$ cat src/core/rsei_consts.svh
// Purpose: Offsets, field positions, reset values and codes of the RS
//          status and interrupt-enable block.
// Assumes: Included by the package and by every design file.
// Notes:   Definitions only.
`ifndef RSEI_CONSTS_SVH
`define RSEI_CONSTS_SVH

// Bus geometry
`define RSEI_ADDR_W      8
`define RSEI_DATA_W      32
`define RSEI_STRB_W      4
`define RSEI_IDX_MSB     7
`define RSEI_IDX_LSB     2
`define RSEI_IDX_W       6

// Register byte offsets
`define RSEI_OFF_STATUS  8'h00
`define RSEI_OFF_IRQ_EN  8'h04
`define RSEI_OFF_PENDING 8'h08

// Status flag positions
`define RSEI_NFLAGS      5
`define RSEI_FLAG_ERR    0
`define RSEI_FLAG_UNCORRECTABLE_FLAG  1
`define RSEI_FLAG_ENC    2
`define RSEI_FLAG_DEC    3
`define RSEI_FLAG_PAD    4

// Enable bit positions in ecc_irq_enable
`define RSEI_EN_ERR      0
`define RSEI_EN_UNCORRECTABLE_FLAG    1
`define RSEI_EN_CODEC    2
`define RSEI_EN_PAD      4
`define RSEI_EN_WMASK    5'h17

// Reset values
`define RSEI_FLAGS_RST   5'h00
`define RSEI_IRQ_EN_RST  5'h00
`define RSEI_ZERO_WORD   32'h0000_0000

// Response codes
`define RSEI_RESP_OKAY   2'h0
`define RSEI_RESP_SLVERR 2'h2

`endif

$ cat src/core/rsei_pkg.sv
// Purpose: Types shared by the RS status and interrupt-enable block.
// Assumes: Constants come from rsei_consts.svh.
// Notes:   Channel states are one-hot.
`include "rsei_consts.svh"

package rsei_pkg;

   typedef logic [`RSEI_NFLAGS-1:0] rsei_flags_type;

   typedef enum logic [1:0] {
      RSEI_WR_IDLE = 2'h1,
      RSEI_WR_RESP = 2'h2
   } rsei_wr_state_type;

   typedef enum logic [1:0] {
      RSEI_RD_IDLE = 2'h1,
      RSEI_RD_RESP = 2'h2
   } rsei_rd_state_type;

endpackage

$ cat src/core/rsei_status_flags.sv
// Purpose: Sticky status flags set by codec strobes, cleared by software.
// Assumes: Strobes are one-cycle pulses on clk.
// Notes:   A set in the clearing cycle wins, so no event is lost.
`timescale 1ns/100ps
`include "rsei_consts.svh"

module rsei_status_flags (
   // Clock and reset
   input  wire logic                 clk,
   input  wire logic                 resetn,
   // Hardware events and software clears
   input  wire rsei_pkg::rsei_flags_type setVec,
   input  wire rsei_pkg::rsei_flags_type clrVec,
   // Flag state
   output rsei_pkg::rsei_flags_type     flags
);

   rsei_pkg::rsei_flags_type flags_reg;
   rsei_pkg::rsei_flags_type flags_next;

   assign flags_next = setVec | (flags_reg & ~clrVec);
   assign flags      = flags_reg;

   always_ff @(posedge clk or negedge resetn) begin
      if (!resetn) begin
         flags_reg <= `RSEI_FLAGS_RST;
      end else begin
         flags_reg <= flags_next;
      end
   end

endmodule

$ cat src/core/rsei_status_irq.sv
// Purpose: Status flags, interrupt enables and interrupt output of a
//          Reed-Solomon correction engine, reached over AXI4-Lite.
// Assumes: Codec strobes are one-cycle pulses on clk; one clock domain.
// Notes:   Status at 0x00 (write 1 to clear), ecc_irq_enable at 0x04,
//          masked pending view at 0x08 (read only).
// Operation
// - Padding-done flag rises once zero padding after the 512B block ends.
// - Decode-done flag rises when RS decoding finishes.
// - Encode-done flag rises when encoding and parity generation finish.
// - Uncorrectable flag becomes 1 when decoding finds uncorrectable errors.
// - Uncorrectable flag reads 0 after reset.
// - Error flag rises when decoding finds bad data in the 512B block.
// - ecc_irq_enable is a 32-bit register software can read and write.
// - Any reset clears every enable bit to 0.
// - Enable bits 31:5 and 3 ignore writes and read as zero.
// - Enable bit 4 gates the padding-done interrupt.
// - Enable bit 2 gates both encode-done and decode-done interrupts.
// - Enable bit 1 gates the uncorrectable interrupt.
// - Enable bit 0 gates the error interrupt.
// - Error flag reads 0 after reset.
`timescale 1ns/100ps
`include "rsei_consts.svh"

module rsei_status_irq (
   // Clock and reset
   input  wire logic                    clk,
   input  wire logic                    resetn,
   // AXI4-Lite write address
   input  wire logic                    awvalid,
   output logic                         awready,
   input  wire logic [`RSEI_ADDR_W-1:0] awaddr,
   input  wire logic [2:0]              awprot,
   // AXI4-Lite write data
   input  wire logic                    wvalid,
   output logic                         wready,
   input  wire logic [`RSEI_DATA_W-1:0] wdata,
   input  wire logic [`RSEI_STRB_W-1:0] wstrb,
   // AXI4-Lite write response
   output logic                         bvalid,
   input  wire logic                    bready,
   output logic [1:0]                   bresp,
   // AXI4-Lite read address
   input  wire logic                    arvalid,
   output logic                         arready,
   input  wire logic [`RSEI_ADDR_W-1:0] araddr,
   input  wire logic [2:0]              arprot,
   // AXI4-Lite read data
   output logic                         rvalid,
   input  wire logic                    rready,
   output logic [`RSEI_DATA_W-1:0]      rdata,
   output logic [1:0]                   rresp,
   // Codec event strobes
   input  wire logic                    padDone,
   input  wire logic                    decodeDone,
   input  wire logic                    encodeDone,
   input  wire logic                    uncorrectable,
   input  wire logic                    errorDetected,
   // Interrupt
   output logic                         eccIrq
);

   // Write channel state
   rsei_pkg::rsei_wr_state_type   wrState_reg;
   rsei_pkg::rsei_wr_state_type   wrState_next;
   logic                          awHeld_reg;
   logic                          awHeld_next;
   logic                          wHeld_reg;
   logic                          wHeld_next;
   logic [`RSEI_ADDR_W-1:0]       awAddr_reg;
   logic [`RSEI_DATA_W-1:0]       wData_reg;
   logic [`RSEI_STRB_W-1:0]       wStrb_reg;
   logic [1:0]                    bresp_reg;
   logic                          awFire;
   logic                          wFire;
   logic                          wrGo;
   logic                          wrIdle;

   // Read channel state
   rsei_pkg::rsei_rd_state_type   rdState_reg;
   rsei_pkg::rsei_rd_state_type   rdState_next;
   logic [`RSEI_DATA_W-1:0]       rdata_reg;
   logic [1:0]                    rresp_reg;
   logic                          arFire;

   // Register decode
   logic [2:0]                    wrHit;
   logic [2:0]                    rdHit;
   logic                          wrMapped;
   logic                          rdMapped;
   logic                          lowLaneOn;
   logic                          wrEnable;
   logic                          wrStatus;
   logic [`RSEI_DATA_W-1:0]       rdMux;
   logic [`RSEI_DATA_W-1:0]       statusWord;
   logic [`RSEI_DATA_W-1:0]       enableWord;
   logic [`RSEI_DATA_W-1:0]       pendingWord;

   // Block state
   logic [`RSEI_NFLAGS-1:0]       irqEn_reg;
   logic [`RSEI_NFLAGS-1:0]       irqEn_next;
   rsei_pkg::rsei_flags_type      flags;
   rsei_pkg::rsei_flags_type      setVec;
   rsei_pkg::rsei_flags_type      clrVec;
   rsei_pkg::rsei_flags_type      pending;
   logic                          eccIrq_reg;

   // Per-flag gate from the enable layout; one enable covers two flags
   function automatic rsei_pkg::rsei_flags_type flagMask(
      input logic [`RSEI_NFLAGS-1:0] en
   );
      rsei_pkg::rsei_flags_type m;
      m                   = `RSEI_FLAGS_RST;
      m[`RSEI_FLAG_ERR]   = en[`RSEI_EN_ERR];
      m[`RSEI_FLAG_UNCORRECTABLE_FLAG] = en[`RSEI_EN_UNCORRECTABLE_FLAG];
      m[`RSEI_FLAG_ENC]   = en[`RSEI_EN_CODEC];
      m[`RSEI_FLAG_DEC]   = en[`RSEI_EN_CODEC];
      m[`RSEI_FLAG_PAD]   = en[`RSEI_EN_PAD];
      return m;
   endfunction

   // One-hot hit: bit 0 status, bit 1 enable, bit 2 pending
   function automatic logic [2:0] regHit(
      input logic [`RSEI_ADDR_W-1:0] addr
   );
      logic [`RSEI_IDX_W-1:0] idx;
      logic [`RSEI_IDX_W-1:0] idxStatus;
      logic [`RSEI_IDX_W-1:0] idxEnable;
      logic [`RSEI_IDX_W-1:0] idxPending;
      logic [`RSEI_ADDR_W-1:0] offStatus;
      logic [`RSEI_ADDR_W-1:0] offEnable;
      logic [`RSEI_ADDR_W-1:0] offPending;
      offStatus  = `RSEI_OFF_STATUS;
      offEnable  = `RSEI_OFF_IRQ_EN;
      offPending = `RSEI_OFF_PENDING;
      idx        = addr[`RSEI_IDX_MSB:`RSEI_IDX_LSB];
      idxStatus  = offStatus[`RSEI_IDX_MSB:`RSEI_IDX_LSB];
      idxEnable  = offEnable[`RSEI_IDX_MSB:`RSEI_IDX_LSB];
      idxPending = offPending[`RSEI_IDX_MSB:`RSEI_IDX_LSB];
      regHit     = {idx == idxPending, idx == idxEnable, idx == idxStatus};
   endfunction

   // Implemented bits sit at the bottom of a zero word
   function automatic logic [`RSEI_DATA_W-1:0] zeroExt(
      input logic [`RSEI_NFLAGS-1:0] v
   );
      return {{(`RSEI_DATA_W-`RSEI_NFLAGS){1'b0}}, v};
   endfunction

   // Unmapped offsets answer with a slave error
   function automatic logic [1:0] respCode(
      input logic mapped
   );
      return mapped ? `RSEI_RESP_OKAY : `RSEI_RESP_SLVERR;
   endfunction

   // ---- Write channel ----
   // Address and data are caught in either order, then applied together
   assign wrIdle  = (wrState_reg == rsei_pkg::RSEI_WR_IDLE);
   assign awready = wrIdle && !awHeld_reg;
   assign wready  = wrIdle && !wHeld_reg;
   assign awFire  = awvalid && awready;
   assign wFire   = wvalid && wready;
   assign wrGo    = wrIdle && awHeld_reg && wHeld_reg;

   assign awHeld_next = wrGo ? 1'b0 : (awHeld_reg || awFire);
   assign wHeld_next  = wrGo ? 1'b0 : (wHeld_reg || wFire);

   always_comb begin
      wrState_next = wrState_reg;
      unique case (wrState_reg)
         rsei_pkg::RSEI_WR_IDLE: begin
            if (wrGo) begin
               wrState_next = rsei_pkg::RSEI_WR_RESP;
            end
         end
         rsei_pkg::RSEI_WR_RESP: begin
            if (bready) begin
               wrState_next = rsei_pkg::RSEI_WR_IDLE;
            end
         end
         // An upset code falls back to idle rather than locking the bus
         default: begin
            wrState_next = rsei_pkg::RSEI_WR_IDLE;
         end
      endcase
   end

   always_ff @(posedge clk or negedge resetn) begin
      if (!resetn) begin
         wrState_reg <= rsei_pkg::RSEI_WR_IDLE;
         awHeld_reg  <= 1'b0;
         wHeld_reg   <= 1'b0;
      end else begin
         wrState_reg <= wrState_next;
         awHeld_reg  <= awHeld_next;
         wHeld_reg   <= wHeld_next;
      end
   end

   always_ff @(posedge clk or negedge resetn) begin
      if (!resetn) begin
         awAddr_reg <= `RSEI_OFF_STATUS;
      end else if (awFire) begin
         awAddr_reg <= awaddr;
      end
   end

   always_ff @(posedge clk or negedge resetn) begin
      if (!resetn) begin
         wData_reg <= `RSEI_ZERO_WORD;
         wStrb_reg <= '0;
      end else if (wFire) begin
         wData_reg <= wdata;
         wStrb_reg <= wstrb;
      end
   end

   always_ff @(posedge clk or negedge resetn) begin
      if (!resetn) begin
         bresp_reg <= `RSEI_RESP_OKAY;
      end else if (wrGo) begin
         bresp_reg <= respCode(wrMapped);
      end
   end

   // Response stands until bready
   assign bvalid = (wrState_reg == rsei_pkg::RSEI_WR_RESP);
   assign bresp  = bresp_reg;

   // ---- Write decode ----
   // All implemented bits sit in byte lane 0
   assign wrHit     = regHit(awAddr_reg);
   assign wrMapped  = |wrHit;
   assign lowLaneOn = wStrb_reg[0];
   assign wrEnable  = wrGo && wrHit[1] && lowLaneOn;
   assign wrStatus  = wrGo && wrHit[0] && lowLaneOn;

   // Reserved bits are never stored, so they can only read as zero
   assign irqEn_next = wrEnable
                     ? (wData_reg[`RSEI_NFLAGS-1:0] & `RSEI_EN_WMASK)
                     : irqEn_reg;

   always_ff @(posedge clk or negedge resetn) begin
      if (!resetn) begin
         irqEn_reg <= `RSEI_IRQ_EN_RST;
      end else begin
         irqEn_reg <= irqEn_next;
      end
   end

   // ---- Status flags ----
   assign setVec[`RSEI_FLAG_PAD]   = padDone;
   assign setVec[`RSEI_FLAG_DEC]   = decodeDone;
   assign setVec[`RSEI_FLAG_ENC]   = encodeDone;
   assign setVec[`RSEI_FLAG_UNCORRECTABLE_FLAG] = uncorrectable;
   assign setVec[`RSEI_FLAG_ERR]   = errorDetected;

   // Write one to clear; a zero leaves the flag alone
   assign clrVec = wrStatus ? wData_reg[`RSEI_NFLAGS-1:0] : `RSEI_FLAGS_RST;

   rsei_status_flags u_flags (
      .clk    (clk),
      .resetn (resetn),
      .setVec (setVec),
      .clrVec (clrVec),
      .flags  (flags)
   );

   // ---- Interrupt ----
   // Registered so the pin never glitches between flag and enable updates
   assign pending = flags & flagMask(irqEn_reg);

   always_ff @(posedge clk or negedge resetn) begin
      if (!resetn) begin
         eccIrq_reg <= 1'b0;
      end else begin
         eccIrq_reg <= |pending;
      end
   end

   assign eccIrq = eccIrq_reg;

   // ---- Read channel ----
   assign arready = (rdState_reg == rsei_pkg::RSEI_RD_IDLE);
   assign arFire  = arvalid && arready;
   assign rdHit   = regHit(araddr);
   assign rdMapped = |rdHit;

   // Read views, upper bits always zero
   assign statusWord  = zeroExt(flags);
   assign enableWord  = zeroExt(irqEn_reg);
   assign pendingWord = zeroExt(pending);

   assign rdMux = rdHit[0] ? statusWord
                : rdHit[1] ? enableWord
                : rdHit[2] ? pendingWord
                : `RSEI_ZERO_WORD;

   always_comb begin
      rdState_next = rdState_reg;
      unique case (rdState_reg)
         rsei_pkg::RSEI_RD_IDLE: begin
            if (arFire) begin
               rdState_next = rsei_pkg::RSEI_RD_RESP;
            end
         end
         rsei_pkg::RSEI_RD_RESP: begin
            if (rready) begin
               rdState_next = rsei_pkg::RSEI_RD_IDLE;
            end
         end
         // An upset code falls back to idle rather than locking the bus
         default: begin
            rdState_next = rsei_pkg::RSEI_RD_IDLE;
         end
      endcase
   end

   always_ff @(posedge clk or negedge resetn) begin
      if (!resetn) begin
         rdState_reg <= rsei_pkg::RSEI_RD_IDLE;
      end else begin
         rdState_reg <= rdState_next;
      end
   end

   // Data is a snapshot taken at the address handshake
   always_ff @(posedge clk or negedge resetn) begin
      if (!resetn) begin
         rdata_reg <= `RSEI_ZERO_WORD;
         rresp_reg <= `RSEI_RESP_OKAY;
      end else if (arFire) begin
         rdata_reg <= rdMux;
         rresp_reg <= respCode(rdMapped);
      end
   end

   // Data stands with rvalid until rready
   assign rvalid = (rdState_reg == rsei_pkg::RSEI_RD_RESP);
   assign rdata  = rdata_reg;
   assign rresp  = rresp_reg;

endmodule

$ cat config.mk
export PLATFORM = sky130hd
export DESIGN_NAME = rsei_status_irq
export DESIGN_NICKNAME = d
export VERILOG_FILES = /design/src/core/rsei_pkg.sv /design/src/core/rsei_status_flags.sv /design/src/core/rsei_status_irq.sv
export VERILOG_INCLUDE_DIRS = /design/src /design/src/core
export SDC_FILE = /design/constraint.sdc
export NUM_CORES = 1
export LEC_CHECK = 0
export BUFFER_PORTS_ARGS = -buffer_cell sky130_fd_sc_hd__buf_4
export CORE_ASPECT_RATIO = 1.75
export CORE_MARGIN = 8
export CORE_UTILIZATION = 44
export CTS_BUF_LIST = sky130_fd_sc_hd__clkbuf_4 sky130_fd_sc_hd__clkbuf_8
export DETAILED_ROUTE_END_ITERATION = 8
export GPL_TIMING_DRIVEN = 0
export PLACE_DENSITY = 0.83
export SYNTH_ARGS = -nofsm -noshare
export SYNTH_HDL_FRONTEND = slang
export SYNTH_SLANG_ARGS = --single-unit
export TNS_END_PERCENT = 10
$ cat constraint.sdc
create_clock -name clk -period 2.4 [get_ports clk]
set_input_delay 0 -clock clk [delete_from_list [all_inputs] [get_ports clk]]
set_output_delay 0 -clock clk [all_outputs]
set_load 0.01 [all_outputs]
[After elaboration in Yosys (flattened, before gate mapping)]
Index checks and enable logic that the tools add are counted.
Storage, ports and cells
  memories: 0
  memory bits (writable): 0
  register bits: 66
  logic and storage cells: 65
  input bits: 70
  bits in latches: 0
  memory bits (read-only): 0
Cells by class
  multiply operators: 0
  muxes and demuxes: 14
  reduce and logical (&&, ||, !) cells: 22
  shift-type cells: 0
  equal/unequal tests: 12
  $lt $le $gt $ge: 0
  add/subtract/negate cells: 0
  div/mod/pow operators: 0
  bitwise logic cells: 4
Operators with widths (count)
  5-bit two-way mux: 4
  6-bit by 1-bit == test with 1-bit output (second input constant): 2
  6-bit by 2-bit == test with 1-bit output (second input constant): 2
  6-bit logical NOT: 2
  2-bit two-way mux: 6
  1-bit logical AND: 11
  5-bit bitwise AND: 2
  2-bit case mux with 2 select lines: 2
  2-bit by 1-bit != test with 1-bit output (second input constant): 3
  3-bit OR reduction: 2
  5-bit inverter: 1
  5-bit bitwise OR: 1
  5-bit OR reduction: 1
  2-bit by 1-bit == test with 1-bit output (second input constant): 2
  2-bit == test (second input constant): 2
  2-bit AND reduction: 2
  1-bit logical NOT: 2
  1-bit logical OR: 2
  1-bit two-way mux: 2
  2-bit != test (second input constant): 1

[Depth between registers and ports, before layout]
  depth in word-level cells: 9
  depth in mapped cells: 5
  depth with buffers taken out: 3

[Hierarchy]
A second synthesis with hierarchy kept.
Unflattened totals
  cell total of the unflattened synthesis: 151
  area, all modules: 1734.2 um^2
Modules (own cells, without submodules)
  rsei_status_irq: cells each 136, times used 1, area an instance 1552.7 um^2, seq. area each 753.2 um^2
  rsei_status_flags: cells each 15, times used 1, area an instance 181.4 um^2, seq. area each 125.1 um^2

[Worst setup path before layout]
OpenSTA, ideal clock, no wires.
  path type: reg-to-reg
  from: register awAddr_reg[5]
  to: register irqEn_reg[0]
  path slack: 384 ps
  clock period less this slack: 2016 ps
  setup time: 125 ps
  required time: 2275 ps
  arrival time: 1891 ps
  stages on the path, launching flop included: 6
  cells stage by stage: dfrtp_1 > or4_1 > buf_2 > or4_4 > buf_6 > mux2_4
Between the ends
  word-level cells in the longest chain between the ends: 3
Ends and longest elaborated chain
  from (decl): line rsei_status_irq.sv:69  | logic [`RSEI_ADDR_W-1:0] awAddr_reg;
  from (signal assigned): line rsei_status_irq.sv:202  | awAddr_reg <= `RSEI_OFF_STATUS;
  from (signal assigned): line rsei_status_irq.sv:204  | awAddr_reg <= awaddr;
  6-bit by 1-bit == test with 1-bit output: line rsei_status_irq.sv:139  | regHit = {idx == idxPending, idx == idxEnable, idx == idxStatus};
  1-bit logical AND (2 in series): line rsei_status_irq.sv:235  | assign wrEnable = wrGo && wrHit[1] && lowLaneOn;
  to (signal assigned): line rsei_status_irq.sv:245  | irqEn_reg <= `RSEI_IRQ_EN_RST;
  to (signal assigned): line rsei_status_irq.sv:247  | irqEn_reg <= irqEn_next;
  to (decl): line rsei_status_irq.sv:99  | logic [`RSEI_NFLAGS-1:0] irqEn_reg;
No other way between the ends.
A chain may end at the register's enable or synchronous reset.

[Worst setup path in the final report]
  from: register wrState_reg[0]
  to: register wData_reg[1]
Between the ends
  word-level cells in the longest chain between the ends: 3
Ends and longest elaborated chain
  from (decl): line rsei_status_irq.sv:63  | rsei_pkg::rsei_wr_state_type wrState_reg;
  from (signal assigned): line rsei_status_irq.sv:190  | wrState_reg <= rsei_pkg::RSEI_WR_IDLE;
  from (signal assigned): line rsei_status_irq.sv:194  | wrState_reg <= wrState_next;
  2-bit by 1-bit == test with 1-bit output: line rsei_status_irq.sv:158  | assign wrIdle = (wrState_reg == rsei_pkg::RSEI_WR_IDLE);
  1-bit logical AND: line rsei_status_irq.sv:160  | assign wready = wrIdle && !wHeld_reg;
  1-bit logical AND: line rsei_status_irq.sv:162  | assign wFire = wvalid && wready;
  to (signal assigned): line rsei_status_irq.sv:210  | wData_reg <= `RSEI_ZERO_WORD;
  to (signal assigned): line rsei_status_irq.sv:213  | wData_reg <= wdata;
  to (decl): line rsei_status_irq.sv:70  | logic [`RSEI_DATA_W-1:0] wData_reg;
No other way between the ends.

==> flow_metrics.py <==
metrics = {
    "clock_network": {
        "cts_made_buffers": 5,
        "cts_sinks": 35,
        "root_buffer": "clkbuf_8",
        "clock_latency_ns": 0.29,
        "clk_path_buf_depth": 2,
        "path_clk_slew_ns": 0.07,
        "cts_tree": "yes",
        "htreeDepth": 2,
    },
    "finish": {
        "fillers": 302,
        "largest_reg_flops": 6,
        "antenna_cells": 0,
        "nNetsFinal": 321,
        "syn_to_final_growth_pct": 46.8,
        "layout-drive-gt1-share_pct": 40.5,
        "final_util_pct": 66.9,
    },
    "drt": {
        "firstDrtPassIters": 4,
        "vias": 1332,
        "avgRoutedWirePerCell_microns": 13.0,
        "via_per_inst": 4.44,
        "antenna_left": 0,
        "drc": 0,
        "drt_iter0_drc": 29,
        "wl_microns": 3910,
    },
    "grt": {
        "overflow": 0,
        "grt_usage_pct": 13.0,
        "grt_use_met1_pct": 11.7,
        "met2_usage_pct": 22.4,
        "grt_pass1_vias": 1370,
        "use_met3_pct": 6.64,
        "grt_pass1_wl_microns": 6410,
        "grt_most_used_layer": "met2",
        "antenna_found_initial": 0,
        "grt_start_max_net_pins": 36,
    },
    "outcome": {
        "status": "completed",
    },
    "timing": {
        "slew_viol_final": 0,
        "timing.hold.ws_ns": 0.0461,
        "max_freq_mhz": 472,
        "period_share_pct": 88.3,
        "slew_headroom_pct": 26.3,
        "rsz0062_at_grt": "false",
        "finalHoldViolations": 0,
        "setup_violations": 0,
        "min_period_ns": 2.12,
        "skew_ns": 0.00646,
        "worstMarginPinSlew_ns": 1.10,
        "tns_ns": 0,
    },
    "job": {
        "cap_viol_max_count": 0,
    },
    "synthesis": {
        "synth-simple-area-share_pct": 13.4,
        "synth-compound-area-share_pct": 9.96,
        "synthAdderAreaFrac_pct": 0,
        "netlist_top_cells_count": "33 x dfrtp_1, 29 x buf_4, 14 x nand2b_1",
        "synth_flop_cell": "dfrtp_1",
        "synthCells": 154,
        "synth-seq-cells": 35,
        "synth_top_family_by_area": "buffers and inverters",
        "async_flop_share_pct": 100,
        "synthXorXnorAreaFrac_pct": 0,
        "synth_area_leaders": "dfrtp_1 47%, buf_4 12%, mux2_2 7.7%, nand2b_1 5.0%, mux2_4 3.4%",
        "ys_types": 30,
        "yosysTopAreaCellShare_pct": 47.3,
        "synth.mux.area_fraction_pct": 11.2,
        "avgSynthCellArea_sq_um": 11.3,
        "synth_area_sq_um": 1750,
        "yosysSeqAreaShare_pct": 50.3,
        "ys_warn_count": 0,
        "synth_edf_count": 0,
        "yosysTopAreaCell": "dfrtp_1",
        "synth_most_common_cell": "dfrtp_1",
    },
    "die": {
        "io_pins": 112,
        "die_w_microns": 63.6,
        "die_area_sq_um": 6320,
        "rows": 30,
        "initial_core_util_pct": 45.6,
        "core-area_sq_um": 3830,
        "die_y_microns": 99.3,
    },
    "critical_path": {
        "worst-path-max-fanout": 7,
        "crit_required_ns": 2.58,
        "critPathCaptureType": "flop",
        "cp_data_arrival_time_ns": 2.30,
        "r2r_cells": 3,
        "startpoint": "wrState_reg[0]",
        "crit_end": "wData_reg[1]",
        "r2r_start": "wrState_reg[0]",
        "rr_endpoint": "wData_reg[1]",
        "crit_path_start_kind": "flop",
        "reg2reg_setup_slack_ns": 0.28,
        "path_class": "reg -> reg",
    },
    "worst_hold_path": {
        "hp-class": "in -> reg",
    },
    "power": {
        "powerDensity_nw_per_um2": 872,
        "p_leak_nw": 1.29,
        "ir_worst_vdd_uv": 598,
    },
    "placement": {
        "dpl.hpwl_microns": 2890,
        "gp_congestion": 0.760,
        "io_buffers": 42,
    },
}
## layout by cell type (no fill, tap or decap)
master | netlist | layout
a222oi_1 | 1 | 1
and2_1 | 1 | 1
dlygate4sd3_1 | 0 | 20
o21ai_0 | 8 | 8
or2_0 | 1 | 1
mux2_2 | 12 | 12
bufinv_16 | 0 | 2
inv_1 | 7 | 7
buf_4 | 29 | 71
a21oi_1 | 2 | 2
conb_1 | 1 | 29
a32oi_1 | 3 | 3
o41ai_1 | 5 | 5
buf_6 | 1 | 1
buf_2 | 1 | 1
nor2b_1 | 2 | 2
nand2b_1 | 14 | 14
or2_2 | 1 | 1
clkinvlp_4 | 0 | 1
or4_1 | 2 | 2
nand4b_1 | 1 | 1
nor3b_2 | 1 | 1
or4_4 | 1 | 1
mux2_4 | 4 | 4
nand3b_1 | 1 | 1
nor3b_1 | 1 | 1
a32o_1 | 2 | 2
nand2_1 | 11 | 11
a22o_1 | 1 | 1
dfrtp_1 | 33 | 33
o21a_1 | 2 | 2
nor2_1 | 3 | 3
dfstp_2 | 2 | 2
clkbuf_8 | 0 | 5
## worst min path at each step
| stage | slack [ns] | startpoint | endpoint | depth (start not counted) |
|---|---|---|---|---|
| finish | 0.05 | araddr[2] | rresp[1] | 3 |
| global route | 0.08 | araddr[2] | rresp[1] | 3 |
| CTS | 0.05 | araddr[2] | rresp[1] | 3 |
| detailed placement | -0.03 | resetn | rdata[1] | 1 |
| global placement | -0.03 | resetn | eccIrq | 1 |
| floorplan | -0.30 | resetn | awAddr_reg[2] | 0 |
## critical path, cell delays in order (launching register included)
cell and delay [ns]:
dfstp_2 0.54, nand2b_1 0.13, nor3b_1 0.92, mux2_2 0.42
## repair_timing
item,CTS,global route
resized for setup,0,0
hold buffers,20,0
setup buffers,0,0
endpoints found under the hold margin,56,0
## layout make-up
type	instances	area, sq um	area share, %
Buffer	31	234	9.13
Clock buffer	5	68.8	2.69
Clock inverter	3	67.6	2.64
Inverter	7	26.3	1.03
Multi-Input combinational cell	109	712	27.8
Sequential cell	35	878	34.3
Tap cell	48	60.1	2.34
Timing Repair Buffer	62	515	20.1
## metal layers
layer / up-vias / share of wire, %
met1: 602 / 34
met2: 59 / 52
met5: - / 0
met3: 7 / 11
li1: 664 / -
met4: 0 / 2.7
## where the power goes
| group | internal, mW | switching, mW | total (mW) |
|---|---|---|---|
| sequential | 0.782 | 0.144 | 0.925 |
| combinational | 0.381 | 0.295 | 0.677 |
| clock | 0.414 | 0.219 | 0.633 |
| total | 1.58 | 0.658 | 2.24 |
## metrics by stage
| step | total power, mW | instance area [sq um] | setup slack (ns) | cells |
|---|---|---|---|---|
| final | 2.24 | 2560 | 0.281 | 300 |
| after CTS | 2.25 | 2560 | 0.233 | 300 |
| after detailed placement | 1.60 | 2230 | 0.242 | 272 |
| after global routing | 2.38 | 2560 | 0.164 | 300 |
| after global placement | 1.56 | 2230 | 0.306 | 272 |
| after floorplan | 1.35 | 1850 | 0.384 | 182 |
## logic make-up (layout without fill, tap and decap cells)
group,count (synthesis),after routing
other,1,29
buffers and inverters,38,108
muxes,16,16
and+or+nand+nor,40,40
DFF,35,35
AOI/OAI and AO/OA,24,24
Note: power is estimated with default switching activity, not from simulation.
